$ cat src/rtl/ddrmux_pkg.sv
package ddrmux_pkg;
	// ----------------------------------------
	// widths and timing
	// ----------------------------------------
	localparam int SAMPLE_W = 16;
	localparam int PAIR_W = 8;
	localparam int CLK_MHZ = 50;
	localparam int MAX_RATE_MSPS = 20;
	// phase shift settings of the forwarded clock, in eighths of a period
	localparam logic [1:0] PHASE_0 = 2'h0;
	localparam logic [1:0] PHASE_45 = 2'h1;
	localparam logic [1:0] PHASE_90 = 2'h2;
	localparam logic [1:0] PHASE_135 = 2'h3;
	// output modes
	localparam logic [1:0] MODE_FULL = 2'h0;
	localparam logic [1:0] MODE_DDR_CMOS = 2'h1;
	localparam logic [1:0] MODE_DDR_LVDS = 2'h2;
	// reset values and delay tap count
	localparam logic RST_BIT = 1'b0;
	localparam logic [SAMPLE_W-1:0] RST_WORD = 16'h0000;
	localparam int DELAY_TAPS = 8;
	typedef enum logic [2:0] {
		DDRMUX_IDLE = 3'b001,
		DDRMUX_LOW = 3'b010,
		DDRMUX_HIGH = 3'b100
	} ddrmux_phase_t;
endpackage

$ cat src/rtl/ddrmux_delay.sv
`timescale 1ns/1ps
// tapped shift line; used to push the forwarded clock behind the data
module ddrmux_delay #(
	parameter int TAPS = 8
) (
	input wire logic clk_in,
	input wire logic rst_b_in,
	input wire logic ce_in,
	input wire logic d_in,
	output logic [TAPS-1:0] taps_out
);
	initial begin
		if (TAPS < 2) $error("delay line needs at least two taps");
	end
	// tap 0 is one cycle late, tap n is n+1 cycles late
	always_ff @(posedge clk_in or negedge rst_b_in) begin
		if (!rst_b_in) begin
			taps_out <= '0;
		end else if (ce_in) begin
			taps_out <= {taps_out[TAPS-2:0], d_in};
		end
	end
endmodule

$ cat src/rtl/ddrmux_sync.sv
`timescale 1ns/1ps
// two-stage synchroniser for a single level
module ddrmux_sync (
	input wire logic clk_in,
	input wire logic rst_b_in,
	input wire logic ce_in,
	input wire logic d_in,
	output logic q_out
);
	logic meta_reg;
	// first stage is read only by the second
	always_ff @(posedge clk_in or negedge rst_b_in) begin
		if (!rst_b_in) begin
			meta_reg <= 1'b0;
			q_out <= 1'b0;
		end else if (ce_in) begin
			meta_reg <= d_in;
			q_out <= meta_reg;
		end
	end
endmodule

$ cat src/rtl/ddrmux_top.sv
`timescale 1ns/1ps
// How it works
// - both channels sampled on one encode edge
// - one shared capture path keeps channels paired
// - eight pair lines per channel, even/odd bits
// - forwarded clock low shows even bits
// - forwarded clock high shows odd bits
// - range flag high on over or underrange
// - shared flag: channel two low, one high
// - differential mode shows channel two flag low
// - outputs change on both forwarded clock edges
// - inverted clock always complements forwarded clock
// - forwarded clock may lag data by setting
// - delay 45/90/135 only with stabilizer on
// - flag pipelined alongside its data
// - single-ended ddr refused under pin strap
module ddrmux_top #(
	parameter int SAMPLE_W = ddrmux_pkg::SAMPLE_W
) (
	input wire logic ref_clk_in,
	input wire logic rst_b_in,
	input wire logic ce_in,
	input wire logic encode_clk_in,
	input wire logic [ddrmux_pkg::SAMPLE_W-1:0] ch1_result_in,
	input wire logic [ddrmux_pkg::SAMPLE_W-1:0] ch2_result_in,
	input wire logic ch1_over_range_in,
	input wire logic ch2_over_range_in,
	input wire logic [1:0] out_mode_in,
	input wire logic [1:0] clk_phase_in,
	input wire logic stabilizer_en_in,
	input wire logic strap_config_in,
	output logic [ddrmux_pkg::PAIR_W-1:0] ch1_pair_line_out,
	output logic [ddrmux_pkg::PAIR_W-1:0] ch2_pair_line_out,
	output logic shared_range_flag_out,
	output logic fwd_sample_clock_out,
	output logic fwd_sample_clock_inv_out,
	output logic ddr_active_out
);
	import ddrmux_pkg::*;

	initial begin
		if (SAMPLE_W != 2 * PAIR_W) $error("sample width must be twice the pair line count");
	end

	// ----------------------------------------
	// reset release and encode clock sampling
	// ----------------------------------------
	logic rst_meta_reg;
	logic rst_b_reg;
	always_ff @(posedge ref_clk_in or negedge rst_b_in) begin
		if (!rst_b_in) begin
			rst_meta_reg <= 1'b0;
			rst_b_reg <= 1'b0;
		end else begin
			rst_meta_reg <= 1'b1;
			rst_b_reg <= rst_meta_reg;
		end
	end

	logic enc_sync;
	ddrmux_sync u_enc_sync (
		.clk_in(ref_clk_in),
		.rst_b_in(rst_b_reg),
		.ce_in(ce_in),
		.d_in(encode_clk_in),
		.q_out(enc_sync)
	);

	// edge finding happens only on the synchronised copy
	logic enc_prev_reg;
	logic enc_rise;
	logic enc_fall;
	always_ff @(posedge ref_clk_in or negedge rst_b_reg) begin
		if (!rst_b_reg) begin
			enc_prev_reg <= RST_BIT;
		end else if (ce_in) begin
			enc_prev_reg <= enc_sync;
		end
	end
	assign enc_rise = enc_sync & ~enc_prev_reg;
	assign enc_fall = ~enc_sync & enc_prev_reg;

	// ----------------------------------------
	// mode settings, taken once per encode rise
	// ----------------------------------------
	// results and modes are same-domain inputs; only the encode clock crosses
	logic [1:0] mode_reg;
	logic [1:0] phase_reg;
	logic ddr_mode;
	always_ff @(posedge ref_clk_in or negedge rst_b_reg) begin
		if (!rst_b_reg) begin
			mode_reg <= MODE_FULL;
			phase_reg <= PHASE_0;
		end else if (ce_in && enc_rise) begin
			// strap configuration cannot pick single-ended ddr; fall back to full rate
			if (strap_config_in && out_mode_in == MODE_DDR_CMOS) begin
				mode_reg <= MODE_FULL;
			end else begin
				mode_reg <= out_mode_in;
			end
			// phase shift needs the stabilizer; otherwise it stays at zero
			phase_reg <= stabilizer_en_in ? clk_phase_in : PHASE_0;
		end
	end
	assign ddr_mode = (mode_reg == MODE_DDR_CMOS) || (mode_reg == MODE_DDR_LVDS);

	// ----------------------------------------
	// shared capture of both channels and flags
	// ----------------------------------------
	// one enable for both words and both flags so they never drift apart
	logic [SAMPLE_W-1:0] ch1_word_reg;
	logic [SAMPLE_W-1:0] ch2_word_reg;
	logic ch1_flag_reg;
	logic ch2_flag_reg;
	always_ff @(posedge ref_clk_in or negedge rst_b_reg) begin
		if (!rst_b_reg) begin
			ch1_word_reg <= RST_WORD;
			ch2_word_reg <= RST_WORD;
			ch1_flag_reg <= RST_BIT;
			ch2_flag_reg <= RST_BIT;
		end else if (ce_in && enc_rise) begin
			ch1_word_reg <= ch1_result_in;
			ch2_word_reg <= ch2_result_in;
			ch1_flag_reg <= ch1_over_range_in;
			ch2_flag_reg <= ch2_over_range_in;
		end
	end

	// ----------------------------------------
	// output phase state machine
	// ----------------------------------------
	// low phase follows the encode rise, high phase the encode fall
	ddrmux_phase_t phase_state_reg;
	ddrmux_phase_t phase_state_next;
	always_comb begin
		phase_state_next = phase_state_reg;
		unique case (phase_state_reg)
			DDRMUX_IDLE: begin
				if (enc_rise) phase_state_next = DDRMUX_LOW;
			end
			DDRMUX_LOW: begin
				if (enc_fall) phase_state_next = DDRMUX_HIGH;
			end
			DDRMUX_HIGH: begin
				if (enc_rise) phase_state_next = DDRMUX_LOW;
			end
		endcase
	end
	always_ff @(posedge ref_clk_in or negedge rst_b_reg) begin
		if (!rst_b_reg) begin
			phase_state_reg <= DDRMUX_IDLE;
		end else if (ce_in) begin
			phase_state_reg <= phase_state_next;
		end
	end

	// phase copy one cycle late: low while even bits stand, high while odd bits stand
	// it feeds the taps; phase 0 takes the value from the next state directly
	logic clk_base_reg;
	always_ff @(posedge ref_clk_in or negedge rst_b_reg) begin
		if (!rst_b_reg) begin
			clk_base_reg <= RST_BIT;
		end else if (ce_in) begin
			clk_base_reg <= (phase_state_next == DDRMUX_HIGH);
		end
	end

	// ----------------------------------------
	// data and flag multiplexing
	// ----------------------------------------
	// each line picks bit 2k when low, 2k+1 when high, updated on both phases
	genvar gi;
	generate
		for (gi = 0; gi < PAIR_W; gi++) begin : g_pair
			always_ff @(posedge ref_clk_in or negedge rst_b_reg) begin
				if (!rst_b_reg) begin
					ch1_pair_line_out[gi] <= RST_BIT;
					ch2_pair_line_out[gi] <= RST_BIT;
				end else if (ce_in) begin
					if (!ddr_mode) begin
						// full-rate pins are outside this block; hold lines low
						ch1_pair_line_out[gi] <= RST_BIT;
						ch2_pair_line_out[gi] <= RST_BIT;
					end else if (phase_state_next == DDRMUX_HIGH) begin
						ch1_pair_line_out[gi] <= ch1_word_reg[2*gi+1];
						ch2_pair_line_out[gi] <= ch2_word_reg[2*gi+1];
					end else begin
						ch1_pair_line_out[gi] <= ch1_word_reg[2*gi];
						ch2_pair_line_out[gi] <= ch2_word_reg[2*gi];
					end
				end
			end
		end
	endgenerate

	// shared flag switches with the same phase as the data
	always_ff @(posedge ref_clk_in or negedge rst_b_reg) begin
		if (!rst_b_reg) begin
			shared_range_flag_out <= RST_BIT;
		end else if (ce_in) begin
			if (!ddr_mode) begin
				shared_range_flag_out <= RST_BIT;
			end else if (phase_state_next == DDRMUX_HIGH) begin
				shared_range_flag_out <= ch1_flag_reg;
			end else begin
				shared_range_flag_out <= ch2_flag_reg;
			end
		end
	end

	// ----------------------------------------
	// forwarded clock delay and its complement
	// ----------------------------------------
	// delay granularity is one ref cycle, so degrees are approximate at low rates
	// only the first taps are used; the line stays general for longer lags
	logic [DELAY_TAPS-1:0] clk_taps;
	ddrmux_delay #(
		.TAPS(DELAY_TAPS)
	) u_clk_delay (
		.clk_in(ref_clk_in),
		.rst_b_in(rst_b_reg),
		.ce_in(ce_in),
		.d_in(clk_base_reg),
		.taps_out(clk_taps)
	);
	logic clk_delayed;
	always_comb begin
		unique case (phase_reg)
			PHASE_0: clk_delayed = (phase_state_next == DDRMUX_HIGH);
			PHASE_45: clk_delayed = clk_base_reg;
			PHASE_90: clk_delayed = clk_taps[0];
			PHASE_135: clk_delayed = clk_taps[1];
		endcase
	end
	// both pins come from one flop pair fed by one value, so they never agree
	always_ff @(posedge ref_clk_in or negedge rst_b_reg) begin
		if (!rst_b_reg) begin
			fwd_sample_clock_out <= 1'b0;
			fwd_sample_clock_inv_out <= 1'b1;
			ddr_active_out <= 1'b0;
		end else if (ce_in) begin
			fwd_sample_clock_out <= clk_delayed & ddr_mode;
			fwd_sample_clock_inv_out <= ~(clk_delayed & ddr_mode);
			ddr_active_out <= ddr_mode;
		end
	end
endmodule
$ cat config.mk
export PLATFORM = sky130hd
export DESIGN_NAME = ddrmux_top
export DESIGN_NICKNAME = d
export VERILOG_FILES = /design/src/rtl/ddrmux_pkg.sv /design/src/rtl/ddrmux_delay.sv /design/src/rtl/ddrmux_sync.sv /design/src/rtl/ddrmux_top.sv
export SDC_FILE = /design/constraint.sdc
export NUM_CORES = 1
export LEC_CHECK = 0
export BUFFER_PORTS_ARGS = -buffer_cell sky130_fd_sc_hd__buf_2
export CORE_MARGIN = 3
export CORE_UTILIZATION = 56
export CTS_BUF_LIST = sky130_fd_sc_hd__clkbuf_4 sky130_fd_sc_hd__clkbuf_8
export CTS_CLUSTER_SIZE = 40
export DETAILED_ROUTE_END_ITERATION = 8
export GPL_TIMING_DRIVEN = 0
export HOLD_SLACK_MARGIN = 0.08
export PLACE_DENSITY = 0.86
export SLEW_MARGIN = 20
export SYNTH_ARGS = -nofsm -noshare
export SYNTH_HDL_FRONTEND = slang
export SYNTH_HIERARCHICAL = 1
export SYNTH_SLANG_ARGS = --single-unit
$ cat constraint.sdc
create_clock -name ref_clk_in -period 6 [get_ports ref_clk_in]
set_clock_uncertainty 0.1 [all_clocks]
set_input_delay 0.6 -clock ref_clk_in [delete_from_list [all_inputs] [get_ports ref_clk_in]]
set_output_delay 0.6 -clock ref_clk_in [all_outputs]
set_load 0.01 [all_outputs]
Word level (Yosys, flattened, before mapping) --
Index checks and enable logic that the tools add are counted.
Word-level totals: register bits 69, bits of input ports 44, output and inout port bits 20, logic and storage cells 95
Operators by class: reductions and logical operators 5, bitwise operators 6, eq/ne operators 10, muxes and demuxes 40
Operators with widths (number):
- $mux 1 | 34
- $eq 2x1->1 const B | 3
- $eq 2x2->1 const B | 3
- $eq 3x3->1 const B | 2
- $mux 3 | 2
- $pmux 3 s2 | 1
- $mux 2 | 2
- $pmux 1 s4 | 1
- $and 1x1->1 | 3
- $eq 3x1->1 const B | 1
- $eq 3x2->1 const B | 1
- $not 1->1 | 3
- $logic_and 1x1->1 | 2
- $logic_not 2->1 | 1
- $reduce_or 2->1 | 1
- $logic_or 1x1->1 | 1

Longest topological paths before layout --
Gate-level depths: netlist of run 1.
depth in word-level cells 8, depth in mapped cells 7, mapped depth without buffers 4

By module --
Netlist of run 1, hierarchy kept.
Modules (own cells, without submodules):
- ddrmux_top | cells an instance 230, times used 1, area an instance 2880.3 µm², sequential area each 1629.1 µm²
- ddrmux_delay | cells an instance 17, times used 1, area an instance 331.6 µm², sequential area each 200.2 µm²
- ddrmux_sync | cells an instance 4, times used 1, area an instance 72.6 µm², sequential area each 50.0 µm²

Worst setup path after synthesis of run 1 --
Ideal clock, no wire load.
path type input port to flip-flop, start point input port ce_in, end point register ch1_pair_line_out[2] (netlist bit), data required time 5814 ps, data arrival time 1651 ps, path slack 4163 ps, library setup time 86 ps, stages on the path 6, path buffers 2, cell sequence buf_2 > inv_1 > nor2_1 > clkbuf_1 > o211ai_1 > o221ai_2
RTL lines:
- start: declaration | line ddrmux_top.sv:22 | input wire logic ce_in,
- end signal: indexed assignment | line ddrmux_top.sv:185 | ch1_pair_line_out[gi] <= ch1_word_reg[2*gi+1];
- end signal: indexed assignment | line ddrmux_top.sv:188 | ch1_pair_line_out[gi] <= ch1_word_reg[2*gi];
- end: declaration | line ddrmux_top.sv:32 | output logic [ddrmux_pkg::PAIR_W-1:0] ch1_pair_line_out,

==> flow_metrics.env, run 1 <==
export IMPL_syn_inst=239
export IMPL_internal_power_mw=1.111
export IMPL_num_rows=26
export IMPL_cts_made_buffers=9
export IMPL_cts_sinks=69
export IMPL_setup_violations=0
export IMPL_crit_slowest_cell="nor2_1"
export IMPL_drtPass1Iterations=4
export IMPL_drtIter0Drc=114
export IMPL_clock_latency_ns=0.33
export IMPL_power_frac_clock=0.242
export IMPL_yosysWarnings=6
export IMPL_die_x_um=79.73
export IMPL_nets=359
export IMPL_worst_pin_slew_ns=0.7349
export IMPL_wl_per_cell_um=16.57
export IMPL_wl_met2_mm=3.444
export IMPL_cts_repair_resized=0
export IMPL_htreeDepth=3
export IMPL_area_growth_pct=21.29
export IMPL_wl_mm=6.461
export IMPL_gp_congestion=0.7868
export IMPL_swShare=0.3155
export IMPL_path_max_fanout=10
export IMPL_status="complete, no violations"
export IMPL_cp_depth=7
export IMPL_pin_count=64
export IMPL_min_period_over_period=0.3641
export IMPL_start_util=0.5885
export IMPL_m1WireLength_mm=2.618
export IMPL_p_switching_mw=0.5121
export IMPL_vias=2160
export IMPL_fin_setup_tns_ns=0
export IMPL_dieArea_mm2=0.006357
export IMPL_via_per_inst=5.538
export IMPL_relSlewSlack=0.5101
export IMPL_grt_overflow_total=0
export IMPL_crit_chain="buf_2 -> buf_2 -> inv_1 -> nor2_1 -> clkbuf_1 -> o211ai_1 -> o221ai_2"
export IMPL_synthesis_nets=283
export IMPL_worstSetupStartpointType="primary input"
export IMPL_synthesis_area_mm2=0.003044
export IMPL_hold_path_class="flop to async pin"
export IMPL_arrival_ns=2.33
export IMPL_routed_top_layer="met4"
export IMPL_fmax_ghz=0.4577
export IMPL_antenna_found_initial=0
export IMPL_crit_top_cell="buf_2"
export IMPL_rsz0062_at_grt="false"
export IMPL_grt_pass1_vias=2245
export IMPL_cp_slowest_stage_delay_ns=0.50
export IMPL_final_hold_viol_count=0
export IMPL_cts_path_max_buffers=2
export IMPL_nFillCells=357
export IMPL_combPwrFrac=0.301
export IMPL_power_density_mw_per_mm2=439.6
export IMPL_cp_required_ns=6.15
export IMPL_grt_max_degree=40
export IMPL_path_class="primary input to flop"
export IMPL_cap_violations=0
export IMPL_ant_nets=0
export IMPL_crit_buf_inv=4
export IMPL_wl_met3_um=348
export IMPL_grt_use_total=0.2184
export IMPL_drive_above_1_share=0.4531
export IMPL_cp_top_family="buffers and inverters"
export IMPL_cts_tree="yes"
export IMPL_seq_power_share=0.457
export IMPL_post_place_cells=373
export IMPL_r2r_worst_path_cells=5
export IMPL_p_leak_nw=1.683
export IMPL_slew_viol_final=0
export IMPL_io_buffers=63
export IMPL_place_hpwl_mm=4.413
export IMPL_cts_root_buf="clkbuf_8"
export IMPL_crit_path_end_kind="flop"
export IMPL_grt_pass1_wl_mm=10.57
export IMPL_min_period_ns=2.185
export IMPL_worst_ir_drop_vdd_mv=0.2557
export IMPL_clkSlewWorstSetupHoldPaths_ns=0.07
export IMPL_final_cells=390
export IMPL_core_area_mm2=0.005172
export IMPL_die_h_um=79.73
export IMPL_postCtsSetupBuffers=0
export IMPL_diodes=0
export IMPL_synth_avg_cell_area_um2=12.74
export IMPL_route_detailed_drc=0
-- stage by stage --
| stage | area (µm²) | setup WS (ns) | total power [mW] | hold WS (ns) | utilization |
|---|---|---|---|---|---|
| after floorplan | 3044 | 3.840 | 1.062 | 0.2044 | - |
| after global placement | 3447 | 3.150 | 1.206 | 0.2400 | 0.6664 |
| after detailed placement | 3471 | 3.532 | 1.235 | 0.1688 | 0.6710 |
| after CTS | 3692 | 3.836 | 1.634 | 0.1743 | 0.7138 |
| after global routing | 3692 | 3.645 | 1.713 | 0.1974 | 0.7138 |
| final | 3692 | 3.815 | 1.623 | 0.1584 | 0.7138 |
-- power groups by stage --
stage	combinational [mW]	clock, mW	sequential [mW]
after CTS	0.495	0.398	0.742
after detailed placement	0.488	0	0.747
final	0.488	0.393	0.742
after global placement	0.461	0	0.745
after floorplan	0.303	0	0.759
after global routing	0.534	0.418	0.761
-- layer usage --
metal	GRT usage	vias to the layer above
met2	0.3740	57
li1	-	1005
met1	0.2716	1093
met3	0.04402	5
met4	0.08615	0
met5	0	-
-- final timing paths --
path	start	endpoint	slack (ns)
hold reg to reg	rst_b_reg	ch1_word_reg[7]	0.16
max in group asynchronous	rst_b_reg	fwd_sample_clock_inv_out	5.04
setup reg to reg	phase_state_reg[1]	ch2_pair_line_out[5]	3.91
setup / recovery	ce_in	ch2_pair_line_out[5]	3.82
min in group ref_clk_in	rst_meta_reg	rst_b_reg	0.28
hold / removal	rst_b_reg	ch1_word_reg[7]	0.16
-- layout make-up --
type	count	area (µm²)	share of cell area
flip-flops and latches	69	1733	0.4693
multi-input cells	131	1127	0.3053
repair buffers	65	345.3	0.09353
clock buffers	15	181.4	0.04914
plain buffers	17	105.1	0.02846
well taps	70	87.58	0.02372
inverters	22	82.58	0.02237
clock inverters	1	30.03	0.008133
-- layout by cell type (no fill, tap or decap), drive strengths merged, types with 2 or more instances in the layout --
cell and instances:
a31oi 2, buf 74, clkbuf 22, inv 22
nor2 3, dfstp 2, mux2 40, o221ai 17
o21ai 8, dfrtp 67, nand2b 3, nor4 2
o211ai 17, nand2 24
-- worst register-to-register path, stage by stage, from the launching register on --
cell	delay (ns)
dfrtp_1	0.44
nand2b_2	0.26
o32ai_4	0.46
clkbuf_1	0.45
o211ai_1	0.21
o221ai_2	0.10
-- what timing repair did --
item | CTS | global route
hold endpoints to repair | 2 | 0
hold buffers | 1 | 0
endpoints found under the setup margin | 0 | 0
Power figures use the tool's default switching activity.
==> inputs of run 2 (changes only) <==
ABC_AREA = 1   (was default)
CORE_UTILIZATION = 51   (was 56)
PLACE_DENSITY = 0.83   (was 0.86)
clock period = 2 ns   (was 6 ns; I/O delays follow)
==> run 2 against run 1 <==
Compared with the run above:
- combinational power rose to 3.3 times the previous value
- cell count up 42%
- routed wire length up 20%
- highest routed layer unchanged
- clock power rose to 3.2 times the previous value
- synthesized cell count up 48%
- non-clock buffer count up 45
- register-to-register slack worse by 3.8 ns
- largest power group unchanged
==> flow_metrics.env, run 2 <==
export IMPL_synthesis_area_mm2=0.002998
export IMPL_arrival_ns=2.07
export IMPL_fin_setup_tns_ns=0
export IMPL_route_detailed_drc=0
export IMPL_gp_congestion=0.8303
export IMPL_setup_violations=0
export IMPL_cts_path_max_buffers=2
export IMPL_p_leak_nw=2.151
export IMPL_postCtsSetupBuffers=0
export IMPL_die_x_um=82.67
export IMPL_crit_chain="dlygate4sd3_1 -> buf_2 -> nand2_1 -> dlygate4sd3_1 -> nand2_1 -> dlygate4sd3_1"
export IMPL_relSlewSlack=0.6051
export IMPL_fmax_ghz=0.5155
export IMPL_cp_top_family="buffers and inverters"
export IMPL_place_hpwl_mm=4.738
export IMPL_die_h_um=82.67
export IMPL_crit_end="u_enc_sync/meta_reg"
export IMPL_via_per_inst=4.958
export IMPL_path_class="primary input to flop"
export IMPL_dieArea_mm2=0.006834
export IMPL_grt_use_total=0.2448
export IMPL_drtIter0Drc=238
export IMPL_multi_input_area_um2=998.5
export IMPL_clock_latency_ns=0.35
export IMPL_worst_pin_slew_ns=0.5902
export IMPL_crit_path_end_kind="flop"
export IMPL_drive_above_1_share=0.2162
export IMPL_layout_commonest_cell="nand2_1"
export IMPL_htreeDepth=3
export IMPL_wl_per_cell_um=13.96
export IMPL_yosysWarnings=6
export IMPL_start_util=0.5346
export IMPL_path_max_fanout=1
export IMPL_pin_count=64
export IMPL_worst_ir_drop_vdd_mv=0.6329
export IMPL_min_period_over_period=0.9699
export IMPL_place_area_mm2=0.003427
export IMPL_rsz0062_at_grt="false"
export IMPL_crit_buf_inv=4
export IMPL_synthesis_nets=398
export IMPL_grt_max_degree=43
export IMPL_seqCellArea_mm2=0.001733
export IMPL_area_growth_pct=37.15
export IMPL_cp_required_ns=2.13
export IMPL_cts_root_buf="clkbuf_8"
export IMPL_r2r_end="phase_reg[1]"
export IMPL_power_density_mw_per_mm2=1200
export IMPL_cp_slowest_stage_delay_ns=0.55
export IMPL_slew_viol_final=0
export IMPL_drtPass1Iterations=4
export IMPL_diodes=0
export IMPL_cts_made_buffers=9
export IMPL_r2r_setup_slack_ns=0.12
export IMPL_vias=2742
export IMPL_crit_start="encode_clk_in"
export IMPL_r2r_worst_path_cells=6
export IMPL_cts_repair_resized=0
export IMPL_syn_inst=354
export IMPL_timing_rr_start="u_enc_sync/q_out"
export IMPL_num_rows=27
export IMPL_final_cell_mix="nand2_1 (113), buf_2 (69), dfrtp_1 (66)"
export IMPL_clkSlewWorstSetupHoldPaths_ns=0.07
export IMPL_synth_avg_cell_area_um2=8.469
export IMPL_final_area_mm2=0.004111
export IMPL_cts_sinks=69
export IMPL_hold_path_class="primary input to flop"
export IMPL_postCtsHoldBufs=47
export IMPL_final_hold_viol_count=0
export IMPL_io_buffers=63
export IMPL_status="complete, no violations"
export IMPL_nets=520
export IMPL_grt_pass1_wl_mm=12.28
export IMPL_worstSetupStartpointType="primary input"
export IMPL_grt_overflow_total=0
export IMPL_crit_top_cell="dlygate4sd3_1"
export IMPL_cp_depth=6
export IMPL_min_period_ns=1.940
export IMPL_core_area_mm2=0.005608
export IMPL_antenna_found_initial=0
export IMPL_wl_mm=7.721
export IMPL_crit_slowest_cell="dlygate4sd3_1"
export IMPL_cts_tree="yes"
export IMPL_nFillCells=415
export IMPL_grt_pass1_vias=2674
export IMPL_cap_violations=0
export IMPL_ant_nets=0
run 2: cell count changes in the layout (fill, tap and decap cells not counted), moves of 10 or more:
cell	change
dlygate4sd3_1	+46
inv_1	+22
mux2_2	-38
nand2_1	+89
nand3_1	+39
nor2_1	+11
o211ai_1	-17
o21ai_0	+33
o221ai_2	-10
run 2: power breakdown:
group          internal (mW)  leakage [nW]  switching [mW]
Clock                  0.724         0.114           0.518
Combinational          0.611          1.17           0.980
Sequential              1.87         0.864           0.228
Total                   3.21          2.15            1.73
run 2: through the flow:
step,total power [mW],std cells,setup WS [ns],util,hold slack [ns]
global route,5.257,553,0.01650,0.7332,0.1251
floorplan,3.098,354,0.4754,-,-0.1956
detailed placement,3.622,490,0.2316,0.6111,-0.1124
finish,4.933,553,0.06024,0.7332,0.1056
global placement,3.547,489,0.2739,0.6071,-0.1141
CTS,4.940,553,0.1137,0.7332,0.09951
run 2: worst min path at each step:
stage                     startpoint                       to  slack (ns)  depth (start not counted)
after floorplan             rst_b_in                rst_b_reg       -0.20                          0
after global placement      rst_b_in             rst_meta_reg       -0.11                          1
after detailed placement    rst_b_in             rst_meta_reg       -0.11                          1
after CTS                      ce_in  u_clk_delay/taps_out[1]         0.1                          4
after global routing           ce_in  u_clk_delay/taps_out[1]        0.13                          4
final                          ce_in  u_clk_delay/taps_out[1]        0.11                          4
run 2: tightest hold or removal path, delay by kind of cell:
family | cells | cell delay (ns)
buffers and inverters | 2 | 0.23
and+or+nand+nor | 2 | 0.10
run 2: layout make-up:
class / instances / share of cell area
Buffer: 16 / 0.02282
Clock buffer: 11 / 0.03378
Clock inverter: 5 / 0.01826
Inverter: 47 / 0.04291
Multi-Input combinational cell: 222 / 0.2428
Sequential cell: 69 / 0.4215
Tap cell: 72 / 0.02191
Timing Repair Buffer: 111 / 0.1960
run 2: metal layers:
metal | part of all wire | track usage
met5 | 0 | 0
met4 | 0.022 | 0.1275
met2 | 0.50 | 0.4038
met3 | 0.059 | 0.03796
met1 | 0.42 | 0.3110
